### src/strap_pkg.sv
package strap_pkg;

  // strap pin positions within the sampled vector
  localparam int STRAP_W        = 7;
  localparam int BOOT_BIT       = 0;
  localparam int INT_BIT        = 1;
  localparam int WIDTH_BIT      = 2;
  localparam int LOCK_BIT       = 3;
  localparam int TEST1_BIT      = 4;
  localparam int TEST2_BIT      = 5;
  localparam int TEST3_BIT      = 6;

  // default levels set by the reset-time pulls (tests pulled up)
  localparam logic [6:0] STRAP_DEFAULT = 7'h70;

  // cycles after release before the pins return to normal use
  localparam int HANDBACK_NS     = 200;
  localparam int CLK_PERIOD_NS   = 100;
  localparam int HANDBACK_CYCLES = (HANDBACK_NS + CLK_PERIOD_NS - 1) / CLK_PERIOD_NS;
  localparam int HOLD_CNT_W      = 8;

  // captured mode settings
  typedef struct packed {
    logic wait_ext_boot;
    logic int_level_en;
    logic link_rx_4bit;
    logic cfg_always_wr;
    logic test_mode;
  } strap_mode_t;

  // pad resistor control for one pad
  typedef struct packed {
    logic pull_up;
    logic pull_down;
  } pad_pull_t;

endpackage

### src/reset_strap_option_latch.sv
`timescale 1ns/1ps
`default_nettype none
module reset_strap_option_latch #(
  parameter int HOLD_CYCLES = strap_pkg::HANDBACK_CYCLES
) (
  // clock and reset
  input  wire logic                  sys_clk_i,
  input  wire logic                  reset_n_i,
  // strap pads (input side)
  input  wire logic [6:0]            strap_pins_i,
  input  wire logic                  id_is_zero_i,
  // config register write requests
  input  wire logic                  sys_cfg_wr_i,
  input  wire logic                  sdram_cfg_wr_i,
  // mode settings, hand-back flag and config write permissions
  output strap_pkg::strap_mode_t     mode_o,
  output logic                       ext_int_edge_o,
  output logic                       pins_normal_o,
  output logic                       sys_cfg_wr_ok_o,
  output logic                       sdram_cfg_wr_ok_o,
  // pad pulls and drive enables, one per strap pin
  output strap_pkg::pad_pull_t [6:0] pad_pull_o,
  output logic [6:0]                 pad_drive_en_o
);

  localparam int CNT_W    = strap_pkg::HOLD_CNT_W;
  localparam int HOLD_MAX = (1 << CNT_W) - 1;
  localparam int HB_DLY   = HOLD_CYCLES + 1;

  // the counter width caps the delay; zero would hand the pins back on the same edge as the capture
  if (HOLD_CYCLES < 1 || HOLD_CYCLES > HOLD_MAX) begin : g_bad_hold
    $error("HOLD_CYCLES out of range");
  end

  logic                  rst_s1_ff;
  logic                  rst_s2_ff;
  logic [6:0]            pin_s1_ff;
  logic [6:0]            pin_s2_ff;
  logic                  id_s1_ff;
  logic                  id_s2_ff;
  logic [6:0]            strap_ff;
  logic                  rel_d_ff;
  logic [CNT_W-1:0]      hold_cnt_ff;
  logic                  normal_ff;
  logic                  sys_used_ff;
  logic                  sdram_used_ff;
  logic                  rel_pulse;

  // reset release through two flops
  always_ff @(posedge sys_clk_i or negedge reset_n_i) begin
    if (!reset_n_i) begin
      rst_s1_ff <= 1'b0;
      rst_s2_ff <= 1'b0;
    end else begin
      rst_s1_ff <= 1'b1;
      rst_s2_ff <= rst_s1_ff;
    end
  end

  // pins come from the board, so synchronise before sampling
  always_ff @(posedge sys_clk_i) begin
    pin_s1_ff <= strap_pins_i;
    pin_s2_ff <= pin_s1_ff;
    id_s1_ff  <= id_is_zero_i;
    id_s2_ff  <= id_s1_ff;
  end

  // release edge seen by the clocked domain; the pins are still in strap mode here
  always_ff @(posedge sys_clk_i or negedge rst_s2_ff) begin
    if (!rst_s2_ff) begin
      rel_d_ff <= 1'b0;
    end else begin
      rel_d_ff <= rst_s2_ff;
    end
  end
  assign rel_pulse = rst_s2_ff && !rel_d_ff;

  // capture at release, defaults during reset, frozen otherwise
  always_ff @(posedge sys_clk_i or negedge rst_s2_ff) begin
    if (!rst_s2_ff) begin
      strap_ff <= strap_pkg::STRAP_DEFAULT;
    end else if (rel_pulse) begin
      strap_ff <= pin_s2_ff;
    end
  end

  // hand-back timer
  always_ff @(posedge sys_clk_i or negedge rst_s2_ff) begin
    if (!rst_s2_ff) begin
      hold_cnt_ff <= '0;
      normal_ff   <= 1'b0;
    end else if (rst_s2_ff && !normal_ff) begin
      if (hold_cnt_ff == CNT_W'(HOLD_CYCLES)) begin
        normal_ff <= 1'b1;
      end else begin
        hold_cnt_ff <= hold_cnt_ff + CNT_W'(1);
      end
    end
  end

  // one-time write tracking for the two config registers
  always_ff @(posedge sys_clk_i or negedge rst_s2_ff) begin
    if (!rst_s2_ff) begin
      sys_used_ff   <= 1'b0;
      sdram_used_ff <= 1'b0;
    end else begin
      if (sys_cfg_wr_i && normal_ff) sys_used_ff <= 1'b1;
      if (sdram_cfg_wr_i && normal_ff) sdram_used_ff <= 1'b1;
    end
  end

  always_comb begin
    mode_o.wait_ext_boot = strap_ff[strap_pkg::BOOT_BIT];
    mode_o.int_level_en  = strap_ff[strap_pkg::INT_BIT];
    mode_o.link_rx_4bit  = strap_ff[strap_pkg::WIDTH_BIT];
    mode_o.cfg_always_wr = strap_ff[strap_pkg::LOCK_BIT];
    // a low test strap means the board broke the pull-up
    mode_o.test_mode     = ~&strap_ff[strap_pkg::TEST3_BIT:strap_pkg::TEST1_BIT];
  end
  assign ext_int_edge_o    = ~strap_ff[strap_pkg::INT_BIT];
  assign pins_normal_o     = normal_ff;
  assign sys_cfg_wr_ok_o   = normal_ff && (strap_ff[strap_pkg::LOCK_BIT] || !sys_used_ff);
  assign sdram_cfg_wr_ok_o = normal_ff && (strap_ff[strap_pkg::LOCK_BIT] || !sdram_used_ff);

  // pad resistors follow the synchronised reset state
  always_comb begin
    for (int i = 0; i < strap_pkg::STRAP_W; i++) begin
      pad_pull_o[i]     = '0;
      pad_drive_en_o[i] = 1'b0;
      if (i == strap_pkg::BOOT_BIT || i == strap_pkg::LOCK_BIT) begin
        // id-zero pads are never driven by this block
        pad_pull_o[i].pull_down = !rst_s2_ff && id_s2_ff;
        pad_pull_o[i].pull_up   = rst_s2_ff && id_s2_ff;
      end else if (i == strap_pkg::INT_BIT || i == strap_pkg::WIDTH_BIT) begin
        pad_pull_o[i].pull_down = !rst_s2_ff;
        pad_drive_en_o[i]       = normal_ff;
      end else begin
        pad_pull_o[i].pull_up = !rst_s2_ff;
        pad_drive_en_o[i]     = normal_ff;
      end
    end
  end

  // straps move only at the release pulse
  property p_hold;
    @(posedge sys_clk_i) disable iff (!rst_s2_ff)
      !rel_pulse |=> $stable(strap_ff);
  endproperty
  a_hold: assert property (p_hold) else $error("strap changed outside release");

  property p_capture;
    @(posedge sys_clk_i) disable iff (!rst_s2_ff)
      rel_pulse |=> strap_ff == $past(pin_s2_ff);
  endproperty
  a_capture: assert property (p_capture) else $error("strap not captured");

  property p_handback;
    @(posedge sys_clk_i) disable iff (!rst_s2_ff)
      rel_pulse |-> ##HB_DLY normal_ff;
  endproperty
  a_handback: assert property (p_handback) else $error("pins not handed back");

  // the pins must still read as straps while the capture lands
  property p_handback_early;
    @(posedge sys_clk_i) disable iff (!rst_s2_ff)
      rel_pulse |-> !normal_ff ##1 !normal_ff;
  endproperty
  a_handback_early: assert property (p_handback_early) else $error("pins handed back too early");

  property p_lock;
    @(posedge sys_clk_i) disable iff (!rst_s2_ff)
      (sys_cfg_wr_i && sys_cfg_wr_ok_o && !strap_ff[strap_pkg::LOCK_BIT]) |=> !sys_cfg_wr_ok_o;
  endproperty
  a_lock: assert property (p_lock) else $error("config written twice");

  property p_sdram_lock;
    @(posedge sys_clk_i) disable iff (!rst_s2_ff)
      (sdram_cfg_wr_i && sdram_cfg_wr_ok_o && !strap_ff[strap_pkg::LOCK_BIT]) |=> !sdram_cfg_wr_ok_o;
  endproperty
  a_sdram_lock: assert property (p_sdram_lock) else $error("sdram config written twice");

  property p_wr_gate;
    @(posedge sys_clk_i) disable iff (!rst_s2_ff)
      !normal_ff |-> !sys_cfg_wr_ok_o && !sdram_cfg_wr_ok_o;
  endproperty
  a_wr_gate: assert property (p_wr_gate) else $error("config write open before hand-back");

  property p_nodrive;
    @(posedge sys_clk_i) disable iff (!rst_s2_ff)
      !normal_ff |-> pad_drive_en_o == '0;
  endproperty
  a_nodrive: assert property (p_nodrive) else $error("pad driven during strap");

  // no disable here: this one watches the reset phase itself
  property p_pull_rst;
    @(posedge sys_clk_i)
      !rst_s2_ff |-> pad_pull_o[strap_pkg::INT_BIT].pull_down && pad_pull_o[strap_pkg::TEST1_BIT].pull_up
                     && !pad_pull_o[strap_pkg::TEST1_BIT].pull_down && pad_drive_en_o == '0;
  endproperty
  a_pull_rst: assert property (p_pull_rst) else $error("reset pulls wrong");

  property p_pull_run;
    @(posedge sys_clk_i) disable iff (!rst_s2_ff)
      normal_ff |-> pad_drive_en_o[strap_pkg::INT_BIT] && !pad_pull_o[strap_pkg::INT_BIT].pull_down
                    && !pad_pull_o[strap_pkg::TEST1_BIT].pull_up && !pad_drive_en_o[strap_pkg::BOOT_BIT];
  endproperty
  a_pull_run: assert property (p_pull_run) else $error("run pulls wrong");

  property p_mode_stable;
    @(posedge sys_clk_i) disable iff (!rst_s2_ff)
      normal_ff |=> $stable(mode_o);
  endproperty
  a_mode_stable: assert property (p_mode_stable) else $error("mode moved in normal operation");

  c_release: cover property (@(posedge sys_clk_i) rel_pulse ##[1:20] normal_ff);
  c_test: cover property (@(posedge sys_clk_i) mode_o.test_mode && normal_ff);
  c_extboot: cover property (@(posedge sys_clk_i) mode_o.wait_ext_boot && normal_ff);
  c_lock: cover property (@(posedge sys_clk_i) sys_cfg_wr_i ##1 !sys_cfg_wr_ok_o);

endmodule
`default_nettype wire

### config.mk
export PLATFORM = sky130hd
export DESIGN_NAME = reset_strap_option_latch
export DESIGN_NICKNAME = d
export VERILOG_FILES = /design/src/strap_pkg.sv /design/src/reset_strap_option_latch.sv
export SDC_FILE = /design/constraint.sdc
export NUM_CORES = 1
export LEC_CHECK = 0
export ABC_AREA = 1
export BUFFER_PORTS_ARGS = -buffer_cell sky130_fd_sc_hd__buf_2
export CAP_MARGIN = 25
export CORE_ASPECT_RATIO = 2
export CORE_MARGIN = 2
export CORE_UTILIZATION = 40
export DETAILED_ROUTE_END_ITERATION = 8
export GPL_TIMING_DRIVEN = 0
export PLACE_DENSITY_LB_ADDON = 0.2
export SETUP_SLACK_MARGIN = 0.2
export SYNTH_ARGS = -nofsm -noshare
export SYNTH_HDL_FRONTEND = slang
export SYNTH_SLANG_ARGS = --single-unit
### constraint.sdc
create_clock -name sys_clk_i -period 1.87 [get_ports sys_clk_i]
set_clock_uncertainty 0.2 [all_clocks]
set_input_delay 0.374 -clock sys_clk_i [delete_from_list [all_inputs] [get_ports sys_clk_i]]
set_output_delay 0.374 -clock sys_clk_i [all_outputs]
set_load 0.1 [all_outputs]
==> results of run 1 <==
## cell type report
class	instances	area, um2
Inverter	19	82.58
Buffer	25	240.2
Sequential cell	37	857.1
Clock inverter	3	45.04
Tap cell	49	61.31
Fill cell	316	1222
Multi-Input combinational cell	94	490.5
Timing Repair Buffer	48	578.1
Clock buffer	5	68.82
## stage by stage
step	worst slack, ns	util [%]
floorplan	-0.1765	-
global placement	-0.02676	51.44
detailed placement	-0.03334	51.44
CTS	0.001651	62.80
global route	-0.05172	66.47
finish	0.004938	66.47
## cells by family after synthesis
kind of cell	Yosys count	synth area share [%]
buf+inv	44	17.38
flops	37	55.16
fa+ha+maj	2	1.624
simple gates	67	17.06
other cells	2	0.4876
compound gates	14	6.580
xor+xnor	3	1.706
## repair_timing
action / in CTS / in global routing
resized for setup: 54 / 32
buffers inserted: 3 / 2
setup endpoints to repair: 30 / 27
hold buffers: 9 / 0
endpoints found under the hold margin: 10 / 0
pin swaps: 1 / 1
## cell usage after synthesis
master   instances  area [um2]
o21ai_2          5       43.79
conb_1           2       7.510
xor2_1           3       26.28
buf_8            1       15.01
buf_2            1       5.000
o21ai_0          3       15.01
a21oi_2          2       17.52
dfstp_2          3       78.83
inv_2            1       3.750
or2_1            1       6.260
nand2_1         48       180.2
nor2_1          12       45.04
a21o_1           2       15.01
nand3_1          4       20.02
buf_4           22       165.2
nor2_2           1       6.260
nor3_1           1       5.000
dfrtp_1         18       450.4
inv_1           18       67.56
buf_6            1       11.26
ha_1             2       25.02
a21oi_1          2       10.01
dfxtp_1         16       320.3
## registers in the layout (all words and copies together), names as in the netlist
register       flops
pin_s2_ff          7
hold_cnt_ff        8
strap_ff           7
sdram_used_ff      1
sys_used_ff        1
rst_s2_ff          1
pin_s1_ff          7
id_s1_ff           1
pins_normal_o      1
rel_d_ff           1
id_s2_ff           1
rst_s1_ff          1
## layer usage
metal / vias to the layer above / wire length [um] / track usage (%)
met5: - / 0 / 0
met4: 0 / 65 / 6.757
met3: 6 / 120 / 3.543
met2: 33 / 1843 / 26.56
met1: 538 / 1105 / 15.36
li1: 598 / - / -
## worst paths after layout
kind / start / end / slack (ns) / cells past startpoint
max in group asynchronous: rst_s2_ff / pins_normal_o / 1.02 / 2
min in group asynchronous: rst_s2_ff / strap_ff[3] / 0.11 / 1
worst min-delay path: sys_cfg_wr_i / sys_used_ff / 0.10 / 2
worst max register to register: pins_normal_o / hold_cnt_ff[3] / 0.32 / 6
worst max-delay path: rst_s2_ff / pad_pull_o[11] / 0.005 / 3
worst min register to register: rst_s2_ff / strap_ff[3] / 0.11 / 1
## power groups by stage
stage / sequential (W) / combinational (W) / clock (W)
2_1_floorplan: 0.000879 / 0.000389 / 0
3_3_place_gp: 0.000885 / 0.000432 / 0
3_5_place_dp: 0.000886 / 0.000433 / 0
4_1_cts: 0.000861 / 0.000524 / 0.000709
5_1_grt: 0.000866 / 0.000554 / 0.000746
6_report: 0.000861 / 0.000535 / 0.000686
## worst register-to-register path: cells and delay by family, from the launching register on
kind                   cells  cell delay, ns
buffers and inverters      2            0.22
flip-flops                 1            0.50
AND/OR/NAND/NOR            4            0.57
==> results.toml, run 1 <==
[critical_path]
start_kind = "flop"
cp-end-kind = "primary output"
path_buf_inv = 3
critPathMaxFanout = 7
cp_slowest_stage_delay_ns = 0.53
critical-path-top-delay-family = "flip-flops"
crit_chain = "inv_2, buf_4, buf_12"
crit_required_ns = 1.30
slowest_stage = "dfrtp_4"
cp.arrival_ns = 1.29
critPathKind = "flop to primary output"

[die]
dieWidth_um = 47.88
start_util_pct = 42.24
core_area_mm2 = 0.003646
die_h_um = 91.76
num_rows = 31
ios = 42
dieArea_mm2 = 0.004393

[global_route]
grt_start_max_net_pins = 14
grt-ovfl-total = 0
antenna_found_initial = 0
grt_pass1_vias = 1140
grt_usage_pct = 15.08
grt_first_pass_wirelength_um = 4788

[routing]
avgViaCountPerCell = 4.196
drtIter0Drc = 17
wl_per_cell_um = 11.20
drc = 0
wirelength_um = 3135
vias = 1175
first_pass_iters = 4
postRouteAntennaNets = 0

[run_status]
status = "finished clean"

[timing]
hold_viol_final = 0
drv_slew = 0
rsz0062_at_grt = "yes"
finalSetupTns_ns = 0
hold_ws_ns = 0.1019
fmax_mhz = 536.2
period_minus_slack_ns = 1.865
fin_crit_sh_pct = 99.74
setup_viol = 0

[power_and_ir_drop]
p_comb_share_pct = 25.7
finalPower_w = 0.002081
p_int_w = 0.001410
power_frac_seq_pct = 41.4
ir_worst_vdd_mv = 1.300
netSwitchingPower_w = 0.0006717
p_leak_nw = 1.208
clkPwrFrac_pct = 32.9
powerDensity_mw_per_mm2 = 858.8
switching_share_pct = 32.27

[placement]
hpwl_um = 1875
placed_cell_area_mm2 = 0.001876
place_inst = 258
portBuffers = 34
place_congestion = 0.7367

[synth]
syn_area_per_cell_um2 = 9.114
syn_inst = 169
syn_area_mm2 = 0.001540
ys_types = 23
synth_seq_cells = 37
ys_seq_area_share_pct = 55.16
yosysWarningCount = 0

[layout]
layout_common_cells = "nand2_1 (46), buf_4 (22), buf_12 (18)"
area_growth_pct = 57.35
stdcell_area_mm2 = 0.002424
fin_cells = 280
diodes = 0
nNetsFinal = 244
final_common_cell = "nand2_1"
final_layout_size_suffix_gt1_share_pct = 40.69

[clocking]
max-clock-path-buffers = 2
root_buffer = "clkbuf_8"
numCtsBuffers = 5
clk_pin_slew_ns = 0.07
cts_tree = "built"
insertion_delay_ns = 0.29
htreeDepth = 2
cts_sinks = 37

[flow_run]
cap_viol_max_count = 0

[worst_hold_path]
min_path_type = "input pin to flop"
No activity file was read; power rests on OpenSTA's default activity.
==> run 2: changes to the inputs <==
==> constraint.sdc (replaced) <==
create_clock -name sys_clk_i -period 1.87 [get_ports sys_clk_i]
set_clock_uncertainty 0.2 [all_clocks]
set_input_delay 0.0935 -clock sys_clk_i [delete_from_list [all_inputs] [get_ports sys_clk_i]]
set_output_delay 0.0935 -clock sys_clk_i [all_outputs]
set_load 0.1 [all_outputs]
==> results.toml, run 2 (synthesized netlist as in run 1, its figures left out) <==
[placement]
portBuffers = 34
place_congestion = 0.7266
hpwl_um = 1912
pre_cts_slack_ns = 0.1883

[power_and_ir_drop]
finalPower_w = 0.002043
p_leak_nw = 1.094
p_int_w = 0.001397
ir_worst_vdd_mv = 0.6799
netSwitchingPower_w = 0.0006463
clkPwrFrac_pct = 34.6
power_frac_seq_pct = 42.1
powerDensity_mw_per_mm2 = 941.2
p_comb_share_pct = 23.3
switching_share_pct = 31.63

[layout]
layout_common_cells = "nand2_1 (46), buf_4 (31), buf_2 (24)"
largest_reg_flops = 8
area_growth_pct = 40.94
top_register = "hold_cnt_ff"
diodes = 0
final_layout_size_suffix_gt1_share_pct = 39.22
final_common_cell = "nand2_1"
nNetsFinal = 245

[global_route]
grt_pass1_vias = 1101
grt_start_max_net_pins = 13
grt-ovfl-total = 0
grt_usage_pct = 14.88
antenna_found_initial = 0
grt_first_pass_wirelength_um = 4595

[routing]
wl_per_cell_um = 9.872
drc = 0
wirelength_um = 2774
postRouteAntennaNets = 0
drtIter0Drc = 13
vias = 1155
first_pass_iters = 3
avgViaCountPerCell = 4.110

[critical_path]
cp-end-kind = "primary output"
start_kind = "flop"
crit_chain = "nor2_4, buf_12, buf_4"
slowest_stage = "dfrtp_4"
cp.arrival_ns = 1.32
critPathKind = "flop to primary output"
cp_slowest_stage_delay_ns = 0.54
crit_required_ns = 1.58
critPathMaxFanout = 5

[clocking]
numCtsBuffers = 5
max-clock-path-buffers = 2
cts_tree = "built"
root_buffer = "clkbuf_8"
htreeDepth = 2
cts_sinks = 37
insertion_delay_ns = 0.28
clk_pin_slew_ns = 0.07

[die]
core_area_mm2 = 0.003646
die_h_um = 91.76
start_util_pct = 42.24
dieArea_mm2 = 0.004393
ios = 42
num_rows = 31
dieWidth_um = 47.88

[worst_hold_path]
min_path_type = "flop to asynchronous set/reset pin"

[flow_run]
cap_viol_max_count = 0

[timing]
fin_crit_sh_pct = 86.34
setup_ws_ns = 0.2555
fmax_mhz = 619.4
finalSetupTns_ns = 0
period_minus_slack_ns = 1.614
hold_ws_ns = 0.1018
drv_slew = 0
rsz0062_at_grt = "no"
setup_viol = 0
hold_viol_final = 0

[run_status]
status = "finished clean"
## run 2: power by group through the flow
stage               sequential (W)  clock [W]  combinational, W
detailed placement        0.000885          0          0.000434
finish                    0.000860   0.000707          0.000477
global route              0.000864   0.000765          0.000499
CTS                       0.000860   0.000733          0.000477
global placement          0.000884          0          0.000432
floorplan                 0.000878          0          0.000389
## run 2: cell type report
type / instances / area, um2
clock inverter: 2 / 37.54
clock buffer: 6 / 82.58
tap: 49 / 61.31
multi-input combinational: 94 / 485.5
timing repair buffer: 49 / 347.8
sequential: 37 / 857.1
fill: 367 / 1475
inverter: 19 / 77.57
buffer: 25 / 221.5
## run 2: critical path, delay by kind of cell, from the launching register on
family	cells	cell delay [ns]
buf+inv	2	0.37
simple gates	1	0.13
flops	1	0.54
## run 2: what timing repair did
action / 4_1_cts / 5_1_grt
cloned: 0 / 0
buffers inserted: 3 / 0
endpoints found under the setup margin: 11 / 9
endpoints found under the hold margin: 12 / 0
resized for setup: 10 / 3
hold buffers: 12 / 0
## run 2: through the flow
stage | utilization [%] | cell area [um2] | std cells
global route | 59.54 | 2171 | 281
finish | 59.54 | 2171 | 281
CTS | 59.30 | 2162 | 281
global placement | 51.30 | 1871 | 258
floorplan | - | 1639 | 175
detailed placement | 51.30 | 1871 | 258
## run 2: path summary, 6_finish.rpt
check,startpoint,endpoint,slack (ns),depth (start not counted)
hold reg to reg,rst_s2_ff,sys_used_ff,0.10,1
setup / recovery,rst_s2_ff,pad_pull_o[6],0.26,3
setup reg to reg,hold_cnt_ff[0],hold_cnt_ff[2],0.34,7
min in group sys_clk_i,pin_s1_ff[0],pin_s2_ff[0],0.12,0
hold / removal,rst_s2_ff,sys_used_ff,0.10,1
max in group asynchronous,reset_n_i,rst_s2_ff,0.88,3
## run 2: layer usage
layer	vias up	GRT usage (%)	routed length [um]
li1	600	-	-
met5	-	0	0
met3	6	4.134	106
met4	0	6.757	56
met1	521	13.63	983
met2	28	27.11	1628
==> run 3: changes to the inputs <==
==> constraint.sdc (replaced) <==
create_clock -name sys_clk_i -period 2.1 [get_ports sys_clk_i]
set_clock_uncertainty 0.2 [all_clocks]
set_input_delay 0.105 -clock sys_clk_i [delete_from_list [all_inputs] [get_ports sys_clk_i]]
set_output_delay 0.105 -clock sys_clk_i [all_outputs]
set_load 0.1 [all_outputs]
==> results.toml, run 3 (synthesized netlist as in run 1, its figures left out) <==
[power_and_ir_drop]
p_int_w = 0.001154
clkPwrFrac_pct = 32.1
p_comb_share_pct = 23.5
powerDensity_mw_per_mm2 = 826.2
switching_share_pct = 33.28
netSwitchingPower_w = 0.0005757
power_frac_seq_pct = 44.3
p_leak_nw = 1.069
ir_worst_vdd_mv = 0.6287

[routing]
drc = 0
drtIter0Drc = 7
avgViaCountPerCell = 4.186
first_pass_iters = 2
wirelength_um = 2583
vias = 1168
wl_per_cell_um = 9.258
postRouteAntennaNets = 0

[placement]
place_congestion = 0.7445
portBuffers = 34
hpwl_um = 1837

[global_route]
grt_first_pass_wirelength_um = 4567
grt_usage_pct = 14.28
grt_start_max_net_pins = 25
antenna_found_initial = 0
grt-ovfl-total = 0
grt_pass1_vias = 1161

[timing]
fin_crit_sh_pct = 83.53
period_minus_slack_ns = 1.754
hold_ws_ns = -0.009729
setup_viol = 0
drv_slew = 0
finalSetupTns_ns = 0
fmax_mhz = 570.1
rsz0062_at_grt = "no"
hold_viol_final = 4

[worst_hold_path]
min_path_type = "flop to asynchronous set/reset pin"

[flow_run]
cap_viol_max_count = 0

[clocking]
cts_sinks = 37
clk_pin_slew_ns = 0.07
root_buffer = "clkbuf_8"
insertion_delay_ns = 0.28
max-clock-path-buffers = 2
cts_tree = "built"
htreeDepth = 2
numCtsBuffers = 5

[run_status]
violations = "hold timing"
status = "finished, violations left"

[critical_path]
critPathKind = "flop to primary output"
crit_chain = "nand2_1, clkinvlp_4, buf_4, buf_4"
r2r-end = "hold_cnt_ff[5]"
critPathMaxFanout = 13
slowest_stage = "dfrtp_4"
cp_slowest_stage_delay_ns = 0.58
cp.arrival_ns = 1.45
r2r_slack_ns = 0.53
start_kind = "flop"
cp-end-kind = "primary output"
r2r.worst_path.cells = 8
crit_required_ns = 1.79
reg2reg_from = "hold_cnt_ff[0]"
path_common_cell = "buf_4"

[die]
num_rows = 31
dieArea_mm2 = 0.004393
die_h_um = 91.76
start_util_pct = 42.24
ios = 42
dieWidth_um = 47.88
core_area_mm2 = 0.003646

[layout]
final_layout_size_suffix_gt1_share_pct = 37.39
nNetsFinal = 243
largest_reg_flops = 8
diodes = 0
post-route-util_pct = 57.41
final_common_cell = "nand2_1"
top_register = "hold_cnt_ff"
layout_common_cells = "nand2_1 (48), buf_4 (29), buf_2 (28), inv_1 (17)"
area_growth_pct = 35.91
[run 3: area by class of cell]
cell class	instances	area, um2
Timing Repair Buffer	47	319.1
Clock buffer	6	93.84
Inverter	19	77.57
Sequential cell	37	854.6
Buffer	25	196.4
Clock inverter	2	15.01
Multi-Input combinational cell	94	475.5
Fill cell	363	1553
Tap cell	49	61.31
[run 3: how the worst max path moves through the flow]
stage / from / end / slack (ns) / cells after the start
2_1_floorplan: rst_s2_ff / pad_pull_o[7] / 0.22 / 3
4_1_cts: rst_s2_ff / pad_pull_o[7] / 0.21 / 4
5_1_grt: rst_s2_ff / pad_pull_o[7] / 0.28 / 4
6_report: rst_s2_ff / pad_pull_o[7] / 0.35 / 4
3_5_place_dp: rst_s2_ff / pad_pull_o[7] / 0.25 / 4
3_3_place_gp: rst_s2_ff / pad_pull_o[7] / 0.26 / 4
[run 3: per-stage QoR]
step	area, um2	setup WS [ns]	hold WS [ns]	cells	power [W]
after floorplan	1602	0.2190	-0.3906	175	0.001120
after global placement	1833	0.2601	-0.3088	258	0.001162
after detailed placement	1833	0.2510	-0.3087	258	0.001166
after CTS	2082	0.2085	0.04660	278	0.001749
after global routing	2093	0.2825	0.01186	279	0.001802
final	2093	0.3458	-0.009729	279	0.001730
[run 3: layer usage]
metal	GRT usage (%)	wire, um
met2	25.11	1450
met4	7.432	75
met5	0	0
met3	4.134	87
met1	13.49	969
[run 3: power by group through the flow]
| stage | Clock [W] | Combinational [W] | Sequential [W] |
|---|---|---|---|
| final | 0.000556 | 0.000407 | 0.000767 |
| after CTS | 0.000576 | 0.000402 | 0.000772 |
| after detailed placement | 0 | 0.000380 | 0.000786 |
| after global placement | 0 | 0.000377 | 0.000785 |
| after global routing | 0.000605 | 0.000425 | 0.000772 |
| after floorplan | 0 | 0.000340 | 0.000780 |
[run 3: critical path, delay by kind of cell (launching register included)]
kind | cells | cell delay (ns)
simple gates | 1 | 0.14
buf+inv | 3 | 0.43
flops | 1 | 0.58
[run 3: what timing repair did]
action	in CTS	in global routing
hold buffers	12	0
pin swaps	0	0
gates resized for setup	8	0
hold endpoints to repair	12	0
gates cloned	0	0
setup endpoints to repair	7	1
buffers inserted	0	1
